===== src/rtcf_cfg.svh =====
// constants for the reset time-out and reset-cause block
// assumes a 100 MHz core clock and 8-bit register data
`ifndef RTCF_CFG_SVH
`define RTCF_CFG_SVH

// ----------------------------------------------------------------
// timing
// ----------------------------------------------------------------
`define RTCF_CLK_NS 10
`define RTCF_POWER_UP_DELAY_TIMER_NS 66000000
`define RTCF_POWER_UP_DELAY_TIMER_CYC ((`RTCF_POWER_UP_DELAY_TIMER_NS + `RTCF_CLK_NS - 1) / `RTCF_CLK_NS)
`define RTCF_PLL_NS 2000000
`define RTCF_PLL_CYC ((`RTCF_PLL_NS + `RTCF_CLK_NS - 1) / `RTCF_CLK_NS)
`define RTCF_OST_LAST 23'h0003FF
`define RTCF_CNT_W 23

// ----------------------------------------------------------------
// register offsets
// ----------------------------------------------------------------
`define RTCF_ADDR_RESET_CAUSE_CONTROL 8'h00
`define RTCF_ADDR_STK 8'h01
`define RTCF_ADDR_CFG_BOPU 8'h02
`define RTCF_ADDR_CFG_WDT 8'h03
`define RTCF_ADDR_CFG_PIN 8'h04
`define RTCF_ADDR_CFG_DBG 8'h05

// ----------------------------------------------------------------
// field positions, masks and vectors
// ----------------------------------------------------------------
`define RTCF_RC_IRQ_PRIO 7
`define RTCF_RC_SOFT_BO 6
`define RTCF_RC_INSTR_N 4
`define RTCF_RC_WDT_N 3
`define RTCF_RC_PDOWN_N 2
`define RTCF_RC_PWRON_N 1
`define RTCF_RC_BROWN_N 0
`define RTCF_RC_SW_MASK 8'hD3
`define RTCF_RC_RD_MASK 8'hDF
`define RTCF_RC_RESET 8'h5C
`define RTCF_STK_FULL 7
`define RTCF_STK_UNDER 6
`define RTCF_STK_PTR_MSB 4
`define RTCF_STK_RD_MASK 8'hDF
`define RTCF_BOPU_MASK 8'h1F
`define RTCF_WDT_MASK 8'h3F
`define RTCF_PIN_MASK 8'hBF
`define RTCF_DBG_MASK 8'hC5
`define RTCF_BOEN_LSB 1
`define RTCF_BOEN_SOFT 2'h1
`define RTCF_PUD_EN_N 0
`define RTCF_PIN_RST_EN 7
`define RTCF_DBG_STK_RST 0
`define RTCF_VEC_RESET 21'h000000
`define RTCF_VEC_IRQ_HI 21'h000008
`define RTCF_VEC_IRQ_LO 21'h000018
`define RTCF_PC_STEP 21'h000002

`endif


===== src/rtcf_pkg.sv =====
// types of the reset time-out and reset-cause block
// assumes rtcf_cfg.svh for widths
`default_nettype none
`include "rtcf_cfg.svh"

package rtcf_pkg;

  // ----------------------------------------------------------------
  // modes and sequencer states
  // ----------------------------------------------------------------
  typedef enum logic [1:0] {rtcf_pm_full, rtcf_pm_run, rtcf_pm_idle, rtcf_pm_sleep} rtcf_pm_t;

  typedef enum logic [3:0] {
    rtcf_osc_low_power_crystal, rtcf_osc_standard_crystal, rtcf_osc_high_speed_crystal,
    rtcf_osc_fast_crystal_with_pll, rtcf_osc_external_clock_input,
    rtcf_osc_external_clock_with_io, rtcf_osc_resistor_capacitor_osc,
    rtcf_osc_resistor_capacitor_osc_io, rtcf_osc_internal_osc_clkout, rtcf_osc_internal_osc_io
  } rtcf_osc_t;

  typedef enum logic [2:0] {rtcf_seq_start, rtcf_seq_pud, rtcf_seq_settle, rtcf_seq_pll,
                            rtcf_seq_done} rtcf_seq_t;

  // ----------------------------------------------------------------
  // carriers
  // ----------------------------------------------------------------
  typedef struct packed {
    logic [7:0] addr;
    logic [7:0] wdata;
    logic we;
    logic re;
  } rtcf_bus_t;

  typedef struct packed {
    logic [7:0] bopu;
    logic [7:0] wdt;
    logic [7:0] pin;
    logic [7:0] dbg;
  } rtcf_cfg_t;

  typedef struct packed {
    rtcf_seq_t seq;
    logic [`RTCF_CNT_W-1:0] cnt;
    logic osc_prev;
    logic ext_prev;
    logic brown_prev;
    logic [7:0] reset_cause_control;
    logic [7:0] stk;
    logic hold;
    logic vec_load;
    logic [20:0] vec_addr;
    logic [7:0] rdata;
  } rtcf_state_t;

endpackage

`default_nettype wire


===== src/rtcf_top.sv =====
// reset time-out sequencer and reset-cause flags
// assumes all inputs synchronous to clk_i; srst_i is the power-on pulse
`timescale 1ns/1ns
`default_nettype none
`include "rtcf_cfg.svh"

module rtcf_top #(
  parameter int unsigned POWER_UP_DELAY_TIMER_CYCLES = `RTCF_POWER_UP_DELAY_TIMER_CYC,
  parameter int unsigned PLL_CYCLES = `RTCF_PLL_CYC
) (
  // clock and power-on pulse
  input wire logic clk_i,
  input wire logic srst_i,
  // register port
  input wire rtcf_pkg::rtcf_bus_t bus_i,
  output logic [7:0] rdata_o,
  // configuration fuses
  input wire rtcf_pkg::rtcf_cfg_t cfg_i,
  input wire rtcf_pkg::rtcf_osc_t osc_mode_i,
  // pins and analog events
  input wire logic oscillator_input_pin_i,
  input wire logic external_reset_n_i,
  input wire logic brownout_i,
  // core events
  input wire rtcf_pkg::rtcf_pm_t pm_mode_i,
  input wire logic pm_exit_osc_stopped_i,
  input wire logic reset_instr_i,
  input wire logic wdt_timeout_i,
  input wire logic wake_irq_i,
  input wire logic wake_irq_low_i,
  input wire logic global_irq_enable_high_i,
  input wire logic global_irq_enable_low_i,
  input wire logic stack_full_i,
  input wire logic stack_underflow_i,
  input wire logic [20:0] pc_i,
  // core control
  output logic core_hold_o,
  output logic vec_load_o,
  output logic [20:0] vec_addr_o,
  output logic soft_brownout_enable_o
);

  // ----------------------------------------------------------------
  // state and decoded inputs
  // ----------------------------------------------------------------
  rtcf_pkg::rtcf_state_t state_q;
  rtcf_pkg::rtcf_state_t state_d;
  logic crystal;
  logic with_pll;
  logic pud_en;
  logic pin_en;
  logic stk_rst_en;
  logic soft_bo_mode;
  logic osc_rise;
  logic ext_evt;
  logic brown_evt;
  logic wdt_wake;
  logic irq_wake;

  // settle count applies to the crystal modes only
  assign crystal = (osc_mode_i == rtcf_pkg::rtcf_osc_low_power_crystal) ||
                   (osc_mode_i == rtcf_pkg::rtcf_osc_standard_crystal) ||
                   (osc_mode_i == rtcf_pkg::rtcf_osc_high_speed_crystal) ||
                   (osc_mode_i == rtcf_pkg::rtcf_osc_fast_crystal_with_pll);
  assign with_pll = (osc_mode_i == rtcf_pkg::rtcf_osc_fast_crystal_with_pll);
  assign pud_en = !cfg_i.bopu[`RTCF_PUD_EN_N];
  assign pin_en = cfg_i.pin[`RTCF_PIN_RST_EN];
  assign stk_rst_en = cfg_i.dbg[`RTCF_DBG_STK_RST];
  assign soft_bo_mode = (cfg_i.bopu[`RTCF_BOEN_LSB+1:`RTCF_BOEN_LSB] == `RTCF_BOEN_SOFT);

  // event edges from the registered copies, and wake qualifiers from the power mode
  assign osc_rise = oscillator_input_pin_i && !state_q.osc_prev;
  assign ext_evt = pin_en && state_q.ext_prev && !external_reset_n_i;
  assign brown_evt = brownout_i && !state_q.brown_prev;
  assign wdt_wake = wdt_timeout_i && ((pm_mode_i == rtcf_pkg::rtcf_pm_idle) ||
                                      (pm_mode_i == rtcf_pkg::rtcf_pm_sleep));
  assign irq_wake = wake_irq_i && (pm_mode_i != rtcf_pkg::rtcf_pm_full);

  // masked read of a fuse byte or flag register
  function automatic logic [7:0] rd_masked(input logic [7:0] v, input logic [7:0] m);
    rd_masked = v & m;
  endfunction

  // ----------------------------------------------------------------
  // next-state logic
  // ----------------------------------------------------------------
  always_comb begin
    state_d = state_q;
    state_d.osc_prev = oscillator_input_pin_i;
    state_d.ext_prev = external_reset_n_i;
    state_d.brown_prev = brownout_i;
    state_d.vec_load = 1'b0;
    state_d.rdata = 8'h00;

    // time-out sequencer, restarted by the power-on pulse, brown-out and crystal-mode exits that stopped the oscillator
    case (state_q.seq)
      rtcf_pkg::rtcf_seq_start: begin
        state_d.cnt = '0;
        if (brownout_i) begin
          state_d.seq = rtcf_pkg::rtcf_seq_start;
        end else if (pud_en) begin
          state_d.seq = rtcf_pkg::rtcf_seq_pud;
        end else if (crystal) begin
          state_d.seq = rtcf_pkg::rtcf_seq_settle;
        end else begin
          state_d.seq = rtcf_pkg::rtcf_seq_done;
        end
      end
      rtcf_pkg::rtcf_seq_pud: begin
        state_d.cnt = state_q.cnt + 1'b1;
        if (state_q.cnt == `RTCF_CNT_W'(POWER_UP_DELAY_TIMER_CYCLES - 1)) begin
          state_d.cnt = '0;
          if (crystal) begin
            state_d.seq = rtcf_pkg::rtcf_seq_settle;
          end else begin
            state_d.seq = rtcf_pkg::rtcf_seq_done;
          end
        end
      end
      rtcf_pkg::rtcf_seq_settle: begin
        if (osc_rise) begin
          state_d.cnt = state_q.cnt + 1'b1;
          if (state_q.cnt == `RTCF_OST_LAST) begin
            state_d.cnt = '0;
            if (with_pll) begin
              state_d.seq = rtcf_pkg::rtcf_seq_pll;
            end else begin
              state_d.seq = rtcf_pkg::rtcf_seq_done;
            end
          end
        end
      end
      rtcf_pkg::rtcf_seq_pll: begin
        state_d.cnt = state_q.cnt + 1'b1;
        if (state_q.cnt == `RTCF_CNT_W'(PLL_CYCLES - 1)) begin
          state_d.cnt = '0;
          state_d.seq = rtcf_pkg::rtcf_seq_done;
        end
      end
      default: begin
        // leaving a mode that stopped the oscillator re-runs the settle count
        if (pm_exit_osc_stopped_i && crystal) begin
          state_d.cnt = '0;
          state_d.seq = rtcf_pkg::rtcf_seq_settle;
        end
      end
    endcase
    if (brownout_i) begin
      state_d.seq = rtcf_pkg::rtcf_seq_start;
      state_d.cnt = '0;
    end

    // software writes first, so hardware events below win the same cycle
    if (bus_i.we) begin
      if (bus_i.addr == `RTCF_ADDR_RESET_CAUSE_CONTROL) begin
        state_d.reset_cause_control = (state_q.reset_cause_control & ~`RTCF_RC_SW_MASK) | (bus_i.wdata & `RTCF_RC_SW_MASK);
      end else if (bus_i.addr == `RTCF_ADDR_STK) begin
        state_d.stk = bus_i.wdata & `RTCF_STK_RD_MASK;
      end
    end

    // reset instruction clears its own flag only
    if (reset_instr_i) begin
      state_d.reset_cause_control[`RTCF_RC_INSTR_N] = 1'b0;
      state_d.vec_load = 1'b1;
      state_d.vec_addr = `RTCF_VEC_RESET;
    end
    // brown-out: power-on flag untouched
    if (brown_evt) begin
      state_d.reset_cause_control[`RTCF_RC_INSTR_N] = 1'b1;
      state_d.reset_cause_control[`RTCF_RC_WDT_N] = 1'b1;
      state_d.reset_cause_control[`RTCF_RC_PDOWN_N] = 1'b1;
      state_d.reset_cause_control[`RTCF_RC_BROWN_N] = 1'b0;
      state_d.vec_load = 1'b1;
      state_d.vec_addr = `RTCF_VEC_RESET;
    end
    // external reset pin, flags depend on power mode
    if (ext_evt) begin
      state_d.vec_load = 1'b1;
      state_d.vec_addr = `RTCF_VEC_RESET;
      if (pm_mode_i != rtcf_pkg::rtcf_pm_full) begin
        state_d.reset_cause_control[`RTCF_RC_WDT_N] = 1'b1;
      end
      if ((pm_mode_i == rtcf_pkg::rtcf_pm_idle) || (pm_mode_i == rtcf_pkg::rtcf_pm_sleep)) begin
        state_d.reset_cause_control[`RTCF_RC_PDOWN_N] = 1'b0;
      end
    end
    // watchdog: reset when running, wake when idle or asleep
    if (wdt_timeout_i) begin
      state_d.reset_cause_control[`RTCF_RC_WDT_N] = 1'b0;
      state_d.vec_load = 1'b1;
      if (wdt_wake) begin
        state_d.reset_cause_control[`RTCF_RC_PDOWN_N] = 1'b0;
        state_d.vec_addr = pc_i + `RTCF_PC_STEP;
      end else begin
        state_d.vec_addr = `RTCF_VEC_RESET;
      end
    end
    // interrupt wake from a power-managed mode
    if (irq_wake) begin
      state_d.reset_cause_control[`RTCF_RC_PDOWN_N] = 1'b0;
      state_d.vec_load = 1'b1;
      if (global_irq_enable_high_i && !wake_irq_low_i) begin
        state_d.vec_addr = `RTCF_VEC_IRQ_HI;
      end else if (global_irq_enable_low_i && wake_irq_low_i) begin
        state_d.vec_addr = `RTCF_VEC_IRQ_LO;
      end else begin
        state_d.vec_addr = pc_i + `RTCF_PC_STEP;
      end
    end
    // stack faults; underflow vectors to zero even without reset
    if (stack_full_i) begin
      state_d.stk[`RTCF_STK_FULL] = 1'b1;
      if (stk_rst_en) begin
        state_d.vec_load = 1'b1;
        state_d.vec_addr = `RTCF_VEC_RESET;
      end
    end
    if (stack_underflow_i) begin
      state_d.stk[`RTCF_STK_UNDER] = 1'b1;
      state_d.vec_load = 1'b1;
      state_d.vec_addr = `RTCF_VEC_RESET;
    end
    // real resets clear the stack pointer; wakes leave it
    if (reset_instr_i || brown_evt || ext_evt || (wdt_timeout_i && !wdt_wake) ||
        ((stack_full_i || stack_underflow_i) && stk_rst_en)) begin
      state_d.stk[`RTCF_STK_PTR_MSB:0] = '0;
    end

    // core held through time-outs, pin reset and brown-out
    state_d.hold = (state_d.seq != rtcf_pkg::rtcf_seq_done) ||
                   (pin_en && !external_reset_n_i) || brownout_i;

    // register reads, unimplemented bits as zero
    if (bus_i.re) begin
      if (bus_i.addr == `RTCF_ADDR_RESET_CAUSE_CONTROL) begin
        state_d.rdata = rd_masked(state_q.reset_cause_control, `RTCF_RC_RD_MASK);
        state_d.rdata[`RTCF_RC_SOFT_BO] = state_q.reset_cause_control[`RTCF_RC_SOFT_BO] && soft_bo_mode;
      end else if (bus_i.addr == `RTCF_ADDR_STK) begin
        state_d.rdata = rd_masked(state_q.stk, `RTCF_STK_RD_MASK);
      end else if (bus_i.addr == `RTCF_ADDR_CFG_BOPU) begin
        state_d.rdata = rd_masked(cfg_i.bopu, `RTCF_BOPU_MASK);
      end else if (bus_i.addr == `RTCF_ADDR_CFG_WDT) begin
        state_d.rdata = rd_masked(cfg_i.wdt, `RTCF_WDT_MASK);
      end else if (bus_i.addr == `RTCF_ADDR_CFG_PIN) begin
        state_d.rdata = rd_masked(cfg_i.pin, `RTCF_PIN_MASK);
      end else if (bus_i.addr == `RTCF_ADDR_CFG_DBG) begin
        state_d.rdata = rd_masked(cfg_i.dbg, `RTCF_DBG_MASK);
      end
    end
  end

  // ----------------------------------------------------------------
  // state register; power-on values
  // ----------------------------------------------------------------
  always_ff @(posedge clk_i) begin
    if (srst_i) begin
      state_q <= '0;
      state_q.seq <= rtcf_pkg::rtcf_seq_start;
      state_q.reset_cause_control <= `RTCF_RC_RESET;
      state_q.osc_prev <= 1'b1;
      state_q.ext_prev <= 1'b1;
      state_q.hold <= 1'b1;
      state_q.vec_load <= 1'b1;
      state_q.vec_addr <= `RTCF_VEC_RESET;
    end else begin
      state_q <= state_d;
    end
  end

  // outputs from the state register; soft brown-out enable also gated by the boen fuse field
  assign rdata_o = state_q.rdata;
  assign core_hold_o = state_q.hold;
  assign vec_load_o = state_q.vec_load;
  assign vec_addr_o = state_q.vec_addr;
  assign soft_brownout_enable_o = state_q.reset_cause_control[`RTCF_RC_SOFT_BO] && soft_bo_mode;
endmodule
`default_nettype wire


===== config.mk =====
export PLATFORM = sky130hd
export DESIGN_NAME = rtcf_top
export DESIGN_NICKNAME = d
export VERILOG_FILES = /design/src/rtcf_pkg.sv /design/src/rtcf_top.sv
export VERILOG_INCLUDE_DIRS = /design/src /design/src/src
export SDC_FILE = /design/constraint.sdc
export NUM_CORES = 1
export LEC_CHECK = 0
export BUFFER_PORTS_ARGS = -buffer_cell sky130_fd_sc_hd__buf_2
export CORE_ASPECT_RATIO = 0.7
export CORE_MARGIN = 2
export CORE_UTILIZATION = 47
export CTS_CLUSTER_SIZE = 10
export DETAILED_ROUTE_END_ITERATION = 7
export MAX_ROUTING_LAYER = met4
export PLACE_DENSITY = 0.85
export SYNTH_ARGS = -nofsm -noshare
export SYNTH_HDL_FRONTEND = slang
export SYNTH_SLANG_ARGS = --single-unit
export TNS_END_PERCENT = 20

===== constraint.sdc =====
create_clock -name clk_i -period 1.98 [get_ports clk_i]
set_input_delay 0.495 -clock clk_i [delete_from_list [all_inputs] [get_ports clk_i]]
set_output_delay 0.495 -clock clk_i [all_outputs]
set_load 0.005 [all_outputs]

==> impl_summary.md, run 1 <==
Cells and area
The share of post-route cells with drive strength above 1 is 0.3365. The net total in the final layout is 712. At the end of the flow the core is filled with cells to 0.6201. The antenna diode instance count is 0. The synthesis-to-layout area growth is 29.40%.

Power
The sequential fraction of design power is 0.426. Of the total power, the share spent switching nets is 0.2449. The analysis attributes to net switching a power of 878.8 µW. The part of the power in the clock network is 0.469. The largest vdd supply drop is 0.0004279 V. The internal power contribution is 2.709 mW. The power per cell area is 691.0 nW/µm².

The analysis attributes to cell leakage a power of 2.183 nW. Of the total power, combinational logic draws 0.104. Power comes to 3.588 mW.

Setup path
The endpoint identified for the worst register-to-register timing path is state_q[74]. The worst setup path is of the flip-flop to flip-flop kind. The worst setup path startpoint is state_q[51]. The maximum fanout along the worst path is 4. For this design, the slowest cell found on the critical path is sky130_fd_sc_hd__or4_4. The number of cells on the worst reg-to-reg path is 7. The critical path arrival is 2.21 ns. The end point of the critical path is state_q[74]. STA classifies the critical path startpoint as a flip-flop.

For this run, the slowest stage of the critical path takes 0.50 ns. The endpoint class of the critical path is a flip-flop. The signal on the critical path passes through ha_4 -> nand3b_1 -> nand4b_1 -> or4_4 -> a31oi_2 -> a211oi_2 -> nor2_1. At the worst endpoint, the required time is 2.25 ns. In this run the register-to-register setup slack is 0.04 ns. The startpoint of the worst-slack reg-to-reg timing path is state_q[51].

Yosys
The top cell type's share of synthesized area is 0.3692. The number of flip-flops and latches in the synthesized netlist is 74. The number of cells produced by synthesis is 495. The commonest cells after synthesis are sky130_fd_sc_hd__dfxtp_1, sky130_fd_sc_hd__nand2_1, sky130_fd_sc_hd__nor2_1, sky130_fd_sc_hd__buf_4, sky130_fd_sc_hd__o21ai_0. The share of the Yosys chip area taken by registers is 0.3692.

Ranked by total cell area, the synthesized netlist is headed by sky130_fd_sc_hd__dfxtp_1, sky130_fd_sc_hd__nand2_1, sky130_fd_sc_hd__buf_4, sky130_fd_sc_hd__xor2_1, sky130_fd_sc_hd__nor2_1. Yosys instantiated no cell more often than sky130_fd_sc_hd__dfxtp_1. Among all flip-flop cells after synthesis, the most frequent one is sky130_fd_sc_hd__dfxtp_1. The Yosys step of the flow raised 0 warnings. Counting every net in the synthesized netlist gives 588.

Yosys mapped a number of flops with a built-in enable equal to 0. The cell type with the largest total area after synthesis is sky130_fd_sc_hd__dfxtp_1. After synthesis, the share of flip-flops with an asynchronous set or reset is 0. After synthesis, the netlist uses 59 different library cells.

Each instance of the synthesized netlist takes up on average 8.106 µm². The post-synthesis instance area is 4013 µm².

Timing
The worst pin sits at a relative slew slack of 0.6431. The count of final setup violators is 0. Static timing analysis puts the maximum clock frequency at 0.5168 GHz. The number of pins exceeding their max-slew limit in the final report is 0.

The clock period could shrink to 1.935 ns. The final critical-path share of the clock period is 0.9773. The slew at the pin closest to its max-slew limit is 0.5305 ns. Setup repair after global routing could not meet its margin everywhere. In the final timing run, aggregate negative setup slack is 0 ns.

The number of hold violations in the final report is 0. Clock skew on the completed layout was measured at 0.01203 ns. Across all hold checks on the routed design, the worst slack comes to 0.4039 ns.

Place
The global placement routability congestion is 0.9891. Input and output buffers added on the ports amount to 111. The HPWL after detailed placement is 8.242 mm.

GRT
Entering global routing, the biggest net connects 20 pins. The number of antenna violations at the first check in global routing is 0. Summed over all layers, the global routing overflow is 0. The total routing usage reported by global routing is 0.2343. The via count of the first global-routing pass is 3638. The first-pass GRT wire length is 16.87 mm.

Floorplan
The I/O pin count is 123. The initial cell density of the core is 0.4792. In this run the vertical extent of the chip is 81.31 µm. The die covers 9304 µm². Measured along the x axis, the die boundary spans 114.4 µm. After floorplanning, the core was divided into 28 placement rows.

The total area inside the core boundary comes to 8373 µm².

Routing
In the final routed layout, each cell accounts on average for 15.14 µm. The number of search-and-repair iterations in the first detailed-routing pass is 5. Dividing the detail-routed via count by the number of cells gives 5.553.

For this block, the routed nets add up to 11.04 mm of wire. The remaining antenna violation count is 0. In this run, the number of DRC markers left after iteration 0 of detailed routing was 303. In the routed design, unresolved DRC markers number 0. The routed layout has 4048 vias.

Clocking
The number of buffers created by CTS is 9. The tree is rooted in a sky130_fd_sc_hd__clkbuf_16. The TritonCTS clock tree is done. The clock net sink count is 74.

After clock tree synthesis, the clock-pin slew on the worst setup and hold paths is 0.07 ns. The level count of the clock H-tree is 3. The number of buffers on the longest clock path is 2. The clock reaches the later pin of the worst-skew pair after 0.34 ns. The number of buffers inserted by hold repair at cts is 0.

Job
The tool flagged a number of max-cap violations equal to 0.

Status
The flow ran to the end, and the final reports show no timing, DRC or antenna violations.

Hold path
The class of the worst hold path is primary input to flip-flop.
## how the worst min path moves through the flow
stage	cells after the start	endpoint	slack, ns	start
floorplan	2	vec_addr_o[4]	0.42	vec_addr_o[4]
CTS	2	state_q[49]	0.39	oscillator_input_pin_i
global route	2	state_q[49]	0.39	oscillator_input_pin_i
detailed placement	2	vec_addr_o[20]	0.44	vec_addr_o[20]
global placement	2	vec_addr_o[20]	0.43	vec_addr_o[20]
finish	2	state_q[49]	0.40	oscillator_input_pin_i
## flip-flops by register name, indices dropped and copies added, names as in the netlist
name / count
vec_addr_o: 21
state_q: 43
rdata_o: 8
vec_load_o: 1
core_hold_o: 1
## power by group through the flow
stage          clock network (mW)  logic, mW  registers (mW)
2_1_floorplan                   0      0.186            1.56
3_3_place_gp                    0      0.350            1.56
3_5_place_dp                    0      0.361            1.56
4_1_cts                      1.70      0.364            1.53
5_1_grt                      1.77      0.410            1.53
6_report                     1.68      0.374            1.53
## metrics by stage
| stage | setup WS, ns | instances | area, µm² |
|---|---|---|---|
| 2_1_floorplan | -0.09204 | 495 | 4013 |
| 3_3_place_gp | -0.1795 | 711 | 4758 |
| 3_5_place_dp | -0.2317 | 711 | 4758 |
| 4_1_cts | 0.02173 | 728 | 5134 |
| 5_1_grt | -0.02993 | 729 | 5192 |
| 6_report | 0.04499 | 729 | 5192 |
## area by class of cell
cell class              count  area, µm²
clock buffers              10      239.0
clock inverters             6      73.82
fillers                   696       3181
inverters                  10      37.54
multi-input cells         368       2310
flip-flops and latches     74       1491
well taps                 105      131.4
repair buffers            156      909.6
## repair_timing
action / CTS / global route
endpoints found under the setup margin: 21 / 23
endpoints found under the hold margin: 0 / 0
setup buffers: 1 / 1
pin swaps: 4 / 4
gates resized for setup: 11 / 12
## worst max-delay path, delay by kind of cell (launching register included)
kind / cells / cell delay [ns]
DFF: 1 / 0.36
and+or+nand+nor: 4 / 1.14
adders and majority gates: 1 / 0.14
AOI/OAI and AO/OA: 2 / 0.24
## cells in the final DEF, fill, tap and decap left out, types with 7 or more instances in the layout
master	synthesis	routed
sky130_fd_sc_hd__o21ai_0	27	27
sky130_fd_sc_hd__dfxtp_1	74	68
sky130_fd_sc_hd__a21oi_1	20	20
sky130_fd_sc_hd__nor2_1	47	47
sky130_fd_sc_hd__inv_1	10	10
sky130_fd_sc_hd__nor2b_1	7	7
sky130_fd_sc_hd__buf_4	31	43
sky130_fd_sc_hd__clkbuf_16	0	9
sky130_fd_sc_hd__xor2_1	25	25
sky130_fd_sc_hd__nand3_1	24	24
sky130_fd_sc_hd__nand4_1	9	9
sky130_fd_sc_hd__nand2b_1	8	8
sky130_fd_sc_hd__nor3_1	15	14
sky130_fd_sc_hd__a22oi_1	7	7
sky130_fd_sc_hd__xnor2_1	12	12
sky130_fd_sc_hd__and3_1	10	10
sky130_fd_sc_hd__buf_2	3	111
sky130_fd_sc_hd__nand2_1	69	69
## cell families (layout without fill, tap and decap cells)
family / count (synthesis) / after routing / share of synthesized area
AND/OR/NAND/NOR: 233 / 233 / 0.3034
multiplexers: 6 / 6 / 0.01590
flip-flops: 74 / 74 / 0.3692
adder cells (fa/ha/maj): 2 / 2 / 0.006235
XOR/XNOR: 37 / 37 / 0.08076
buffers and inverters: 53 / 182 / 0.07951
AO/OA/AOI/OAI: 90 / 90 / 0.1450
## per-layer routing
| layer | vias to the layer above | track usage | wire length (µm) |
|---|---|---|---|
| li1 | 1966 | - | - |
| met1 | 1880 | 0.2915 | 4790 |
| met2 | 182 | 0.3834 | 5198 |
| met3 | 20 | 0.06269 | 909 |
| met4 | 0 | 0.05366 | 137 |
| met5 | - | - | 0 |
(Power assumes the default switching activity.)
==> inputs of run 2 (changes only) <==
--- a/config.mk
+++ b/config.mk
@@ -9,11 +9,12 @@
 export BUFFER_PORTS_ARGS = -buffer_cell sky130_fd_sc_hd__buf_2
 export CORE_ASPECT_RATIO = 0.7
 export CORE_MARGIN = 2
-export CORE_UTILIZATION = 47
+export CORE_UTILIZATION = 48
+export CTS_BUF_LIST = sky130_fd_sc_hd__clkbuf_4
 export CTS_CLUSTER_SIZE = 10
 export DETAILED_ROUTE_END_ITERATION = 7
 export MAX_ROUTING_LAYER = met4
-export PLACE_DENSITY = 0.85
+export PLACE_DENSITY = 0.86
 export SYNTH_ARGS = -nofsm -noshare
 export SYNTH_HDL_FRONTEND = slang
 export SYNTH_SLANG_ARGS = --single-unit
==> run 2 against run 1 <==
  * The flow now finishes with violations (negative setup slack)
  * Power is 17% lower
  * Routed wire length is 3.1% higher
  * Global-route usage is 2.1 points higher
  * Utilization is 2.7 points higher
  * Design area is 0.70% lower
  * Register-to-register slack worse by 0.10 ns
  * Via count is 2.6% higher
  * Non-clock buffer count is 16 higher
  * Count of clock-buffer cells in the layout stayed put
  * Largest cell class unchanged
  * Combinational power is 3% higher
  * Flip-flop and latch count stayed put
  * Clock power is 37% lower
==> impl_summary.md, run 2 (synthesis gave the netlist of run 1 again) <==
GRT
The remaining global-route overflow is 0 (unchanged). The first-pass GRT wire length is 17.88 mm (+6.0%). The largest net degree at the start of global routing came to 20 (unchanged). The number of antenna violations at the first check in global routing was 0 (unchanged). The via count of the first global-routing pass came to 3758 (+3.3%). The total routing usage reported by global routing is 0.2551 (+0.02081).

Clocking
The level count of the clock H-tree is 3 (unchanged). The TritonCTS clock tree is done. The number of buffers inserted by hold repair at cts is 0 (unchanged).

The clock insertion delay at the later pin of the skew report is 0.44 ns (+0.10 ns). The clock net sink count came to 74 (unchanged). The post-CTS clock slew at the launch and capture registers of the worst setup and hold paths came to 0.11 ns (+0.04 ns). The clock root buffer is sky130_fd_sc_hd__clkbuf_4. The number of buffers created by CTS is 9 (unchanged). The number of buffers on the longest clock path is 2 (unchanged).

Routing
The mean routed wirelength per cell is 15.37 µm (+1.5%). The initial DRC count is 239 (-21%). The total length of routed wires is 11.37 mm (+3.1%). The via count is 4153 (+2.6%). The number of search-and-repair iterations in the first detailed-routing pass came to 5 (unchanged).

The remaining antenna violation count is 0 (unchanged). The DRC violations left is 0 (unchanged). The average vias per placed instance was 5.612 (+1.1%).

Floorplan
The area of the die was 9118 µm² (-2.0%). The initial cell density of the core is 0.5033 (+0.02407). The width of the die was 113.3 µm (-1.0%).

The height of the die was 80.50 µm (-1.0%). The I/O pin count is 123 (unchanged). The core footprint is 7973 µm² (-4.8%). The site row count is 27 (-3.6%).

Cells and area
The most common cell after layout, fill and taps aside is sky130_fd_sc_hd__buf_2. The flip-flop count of the largest register after layout is 43 (unchanged). The synthesis-to-layout area growth is 28.50%. Leaving out fill and tap cells, the most frequent cells in the layout are sky130_fd_sc_hd__buf_2, sky130_fd_sc_hd__nand2_1, sky130_fd_sc_hd__dfxtp_1.

The net total in the final layout is 728 (+2.2%). The antenna diode instance count is 0 (unchanged). The share of post-route cells with drive strength above 1 was 0.3552 (+0.01870). The register bank with the most flops is state_q. The final design instance area without fill is 5156 µm² (-0.70%).

Timing
The count of final setup violators is 20 (+20). The worst relative slew slack is 0.7110 (+0.06796). The highest attainable clock frequency is 0.4914 GHz (-4.9%). Setup repair after global routing could not meet its margin everywhere. The slack of the critical path was -0.05492 ns (-0.09990 ns). The final critical-path share of the clock period came to 1.028 (+0.05046). The worst hold slack after final layout was 0.2654 ns (-0.1385 ns).

The minimum period implied by the final worst setup slack is 2.035 ns (+0.09990 ns). The post-route clock skew came to 0.01451 ns (+0.002488 ns). The number of hold violations in the final report is 0 (unchanged). The slew at the pin closest to its max-slew limit was 0.4335 ns (-0.09705 ns). The number of pins exceeding their max-slew limit in the final report was 0 (unchanged).

Setup path
The endpoint class of the critical path is a flip-flop. The family of cells with the greatest summed delay on the critical path is compound AO/OA/AOI/OAI gates. The worst setup path is of the flip-flop to flip-flop kind. The startpoint of the worst-slack reg-to-reg timing path is state_q[51]. The cell type of the slowest stage on the worst timing path is sky130_fd_sc_hd__dfxtp_4.

The required time of the worst setup path is 2.32 ns (+0.07 ns). The count of buffering cells on the critical path with inverters included came to 1 (+1). The worst setup slack for register-to-register paths is -0.05 ns (-0.10 ns). The most critical setup path has its startpoint at state_q[51]. The maximum fanout along the worst path came to 6 (+2). The kind of launch point of the worst setup path is a flip-flop. The highest cell delay on the worst timing path is 0.38 ns (-0.12 ns).

Walking the worst path, the cells encountered are ha_4 -> nand3b_1 -> nor3_2 -> nand3_2 -> o211a_4 -> o31ai_4 -> buf_6 -> nor2_1. The critical path arrival is 2.37 ns (+0.16 ns).

Place
The count of port buffers added during placement was 111 (unchanged). The global placement routability congestion is 0.9430 (-4.7%). The instance area at placement is 4836 µm² (+1.6%). The HPWL after detailed placement is 8.690 mm (+5.4%).

Power
The switching portion of total power is 0.2561 (+0.01120). The power consumption came to 2.973 mW (-17%). The power per cell area is 576.7 nW/µm² (-17%).

The combinational cell fraction of total power is 0.130 (+0.026). The switching power summed over all nets is 761.6 µW (-13%). The static leakage is 2.175 nW (-0.36%). The largest vdd supply drop is 0.0003395 V (-21%). The part of the power in the clock network is 0.356 (-0.113). The internal power contribution is 2.212 mW (-18%). The sequential fraction of design power is 0.514 (+0.088).

Status
The run finished, with violations left. The checks that failed: negative setup slack.

Job
The number of maximum-capacitance constraint violations is 0 (unchanged).

Hold path
The startpoint identified for the worst hold timing path is oscillator_input_pin_i. The min-delay analysis places its worst path in the category primary input to flip-flop.
run 2: through the flow:
stage               cells  setup WS [ns]    util  TNS (ns)
floorplan             495       -0.09204       -   -0.1275
global placement      718        -0.1791  0.6066    -3.334
detailed placement    718        -0.2085  0.6066    -4.458
CTS                   737       0.005804  0.6362         0
global route          740        -0.1535  0.6467    -3.007
finish                740       -0.05492  0.6467   -0.7966
run 2: path summary, 6_finish.rpt:
| kind | endpoint | cells after the start |
|---|---|---|
| setup reg to reg | state_q[71] | 8 |
| hold reg to reg | vec_addr_o[19] | 2 |
| setup / recovery | state_q[71] | 8 |
| hold / removal | state_q[49] | 2 |
run 2: per-layer routing:
layer,part of all wire,up-vias,track usage
met1,0.45,1915,0.3313
met4,0.012,0,0.04756
met3,0.090,28,0.08302
li1,-,2006,-
met5,0,-,-
met2,0.45,204,0.3946
run 2: power groups by stage:
stage,Sequential (mW),Combinational (mW),Clock (mW)
final,1.53,0.387,1.06
after global routing,1.53,0.422,1.14
after CTS,1.53,0.377,1.07
after detailed placement,1.56,0.369,0
after global placement,1.56,0.358,0
after floorplan,1.56,0.186,0
run 2: cell type report:
class                           count  area, µm²
Clock buffer                       10      75.07
Clock inverter                      5      80.08
Fill cell                         681       2816
Inverter                           10      37.54
Multi-Input combinational cell    368       2308
Sequential cell                    74       1491
Tap cell                          101      126.4
Timing Repair Buffer              172       1037
run 2: repair_timing:
action,CTS,global route
buffers inserted,3,3
setup endpoints to repair,22,25
gates resized for setup,13,16
cloned,1,0
pin swaps,4,8
==> inputs of run 3 (changes only) <==
--- a/config.mk
+++ b/config.mk
@@ -11,10 +11,12 @@
 export CORE_MARGIN = 2
 export CORE_UTILIZATION = 48
 export CTS_BUF_LIST = sky130_fd_sc_hd__clkbuf_4
+export CTS_CLUSTER_DIAMETER = 120
 export CTS_CLUSTER_SIZE = 10
 export DETAILED_ROUTE_END_ITERATION = 7
 export MAX_ROUTING_LAYER = met4
 export PLACE_DENSITY = 0.86
+export REMOVE_ABC_BUFFERS = 1
 export SYNTH_ARGS = -nofsm -noshare
 export SYNTH_HDL_FRONTEND = slang
 export SYNTH_SLANG_ARGS = --single-unit
==> run 3 against run 2 <==
  * The flow still finishes with violations (negative setup slack)
  * Fmax down 3.9%
  * Power grew 0.95%
  * Flip-flop and latch count unchanged
  * Highest routed layer unchanged
  * Die area unchanged
  * Global-route usage grew 0.33 points
  * Cell count down 0.95%
  * Critical path depth did not move
  * Clock power about the same
  * Sequential power hardly changed
  * Design area increased by 0.29%
==> impl_summary.md, run 3 (synthesis gave the netlist of run 1 again) <==
Routing
The initial DRC count is 323 (+35%). The DRC violations left is 0 (unchanged). The via count is 4155 (+0.048%).

The total length of routed wires was 11.57 mm (+1.7%). The remaining antenna violation count came to 0 (unchanged). The average vias per placed instance is 5.668 (+1.0%). The mean routed wirelength per cell came to 15.78 µm (+2.7%).

The number of search-and-repair iterations in the first detailed-routing pass is 5 (unchanged).

Timing
The slack of the critical path is -0.1380 ns (-0.08309 ns). The number of hold violations in the final report is 0 (unchanged). The final critical-path share of the clock period came to 1.070 (+0.04196). The post-route clock skew came to 0.01835 ns (+0.003830 ns). The highest attainable clock frequency was 0.4721 GHz (-3.9%). The minimum period implied by the final worst setup slack came to 2.118 ns (+0.08309 ns). The number of pins exceeding their max-slew limit in the final report is 0 (unchanged). The worst relative slew slack is 0.6866 (-0.02439). The count of final setup violators came to 22 (+10%).

Setup repair after global routing could not meet its margin everywhere. The worst hold slack after final layout is 0.2522 ns (-0.01321 ns). The slew at the pin closest to its max-slew limit came to 0.4689 ns (+0.03545 ns).

GRT
The largest net degree at the start of global routing is 21 (+5.0%). The total routing usage reported by global routing is 0.2583 (+0.003259). The remaining global-route overflow is 0 (unchanged). The number of antenna violations at the first check in global routing was 0 (unchanged). The via count of the first global-routing pass was 3889 (+3.5%).

The first-pass GRT wire length was 17.99 mm (+0.58%).

Setup path
Among the stages of the critical path, the cell type that occurs most often is sky130_fd_sc_hd__nor2_4. Walking the worst path, the cells encountered are nor4_1 -> nand4b_1 -> buf_4 -> nor2_4 -> nor2_4 -> o31ai_4 -> clkbuf_16 -> nor2_1. For this design, the slowest cell found on the critical path is sky130_fd_sc_hd__nor4_1. The worst setup path is launched from a flip-flop.

The critical path arrival is 2.47 ns (+0.10 ns). The required time of the worst setup path is 2.33 ns (about the same). The endpoint class of the critical path is a flip-flop.

The highest cell delay on the worst timing path is 0.41 ns (+0.03 ns). The type of the setup path with the least slack is flip-flop to flip-flop. The maximum fanout along the worst path is 6 (unchanged).

Cells and area
The most common cell after layout, fill and taps aside is sky130_fd_sc_hd__buf_2. The net total in the final layout is 720 (-1.1%). The area growth from synthesis to layout is 28.87%. The share of the core filled with cells was 0.6486 (+0.001883).

The top cell types in the final layout, fill and taps aside, are sky130_fd_sc_hd__buf_2, sky130_fd_sc_hd__dfxtp_1, sky130_fd_sc_hd__nand2_1. state_q holds more flip-flops than any other register. The flip-flop count of the largest register after layout is 43 (unchanged). The antenna diode instance count came to 0 (unchanged). The share of post-route cells with drive strength above 1 came to 0.3481 (-0.007141). The final instance count without filler cells is 733 (-0.95%).

Power
The switching power summed over all nets was 797.0 µW (+4.7%). The sequential fraction of design power is 0.510 (-0.004). The part of the power in the clock network is 0.359 (+0.003). The combinational cell fraction of total power was 0.130 (about the same).

The static leakage came to 2.162 nW (-0.58%). The power consumption is 3.002 mW (+0.95%). The largest vdd supply drop is 0.0003483 V (+2.6%). The switching portion of total power is 0.2655 (+0.009398). The power per cell area is 580.4 nW/µm² (+0.65%).

The internal power contribution came to 2.205 mW (-0.33%).

Floorplan
The initial cell density of the core is 0.5033 (unchanged). The I/O pin count is 123 (unchanged). The area of the die is 9118 µm² (unchanged). The height of the die is 80.50 µm (unchanged). The core footprint is 7973 µm² (unchanged). The width of the die came to 113.3 µm (unchanged).

The site row count was 27 (unchanged).

Clocking
The number of buffers created by CTS is 9 (unchanged). The clock insertion delay at the later pin of the skew report is 0.45 ns (about the same). The root buffer cell chosen for the clock tree is sky130_fd_sc_hd__clkbuf_4. The number of buffers on the longest clock path was 2 (unchanged).

The clock net sink count is 74 (unchanged). The post-CTS clock slew at the launch and capture registers of the worst setup and hold paths is 0.13 ns (+0.02 ns). The number of buffers inserted by hold repair at cts is 0 (unchanged). TritonCTS built the clock tree. The level count of the clock H-tree was 3 (unchanged).

Status
The checks that failed: negative setup slack. The flow ran to the end, but the final reports show violations.

Place
The global placement routability congestion is 0.9859 (+4.5%). The total placed cells including tap cells was 708 (-1.4%). The count of port buffers added during placement was 111 (unchanged). The HPWL after detailed placement came to 8.621 mm (-0.79%).

Hold path
The class of the worst hold path is primary input to flip-flop.

Job
The number of maximum-capacitance constraint violations came to 0 (unchanged).
## run 3: worst paths after layout
path	start	end	slack, ns	cells after the start
max	state_q[60]	state_q[66]	-0.14	8
min	external_reset_n_i	state_q[48]	0.25	2
max reg2reg	state_q[60]	state_q[66]	-0.14	8
min reg2reg	vec_addr_o[7]	vec_addr_o[7]	0.46	2
## run 3: power by group through the flow
stage | registers, mW | clock network [mW] | logic, mW
floorplan | 1.56 | 0 | 0.150
global placement | 1.56 | 0 | 0.351
detailed placement | 1.56 | 0 | 0.365
CTS | 1.53 | 1.09 | 0.372
global route | 1.53 | 1.16 | 0.425
finish | 1.53 | 1.08 | 0.391
## run 3: through the flow
stage / setup slack, ns / instance area, µm² / setup TNS (ns)
final: -0.1380 / 5171 / -2.393
after global routing: -0.2497 / 5171 / -5.007
after CTS: 0.0001943 / 5019 / 0
after detailed placement: -0.1918 / 4773 / -4.871
after global placement: -0.1669 / 4773 / -4.029
after floorplan: -0.7621 / 3731 / -15.36
## run 3: what timing repair did
action	in CTS	in global routing
cloned	0	2
resized for setup	12	16
pin swaps	4	8
buffers inserted	3	4
setup endpoints to repair	23	25
## run 3: routing by layer
| metal | GRT usage | part of all wire | vias up |
|---|---|---|---|
| met5 | - | 0 | - |
| met4 | 0.07927 | 0.017 | 0 |
| met3 | 0.08679 | 0.092 | 22 |
| met2 | 0.4006 | 0.45 | 219 |
| met1 | 0.3213 | 0.44 | 1923 |
| li1 | - | - | 1991 |
## run 3: area by class of cell
class                   instances  area (µm²)
clock buffers                   9       67.56
clock inverters                 7       93.84
fillers                       660        2801
inverters                      10       37.54
multi-input cells             368        2360
flip-flops and latches         74        1486
well taps                     101       126.4
repair buffers                164       999.7
## run 3: critical path: cells and delay by family (launching register included)
kind,cells,cell delay [ns]
and+or+nand+nor,5,0.83
buffers and inverters,2,0.42
AOI/OAI and AO/OA,1,0.40
DFF,1,0.39
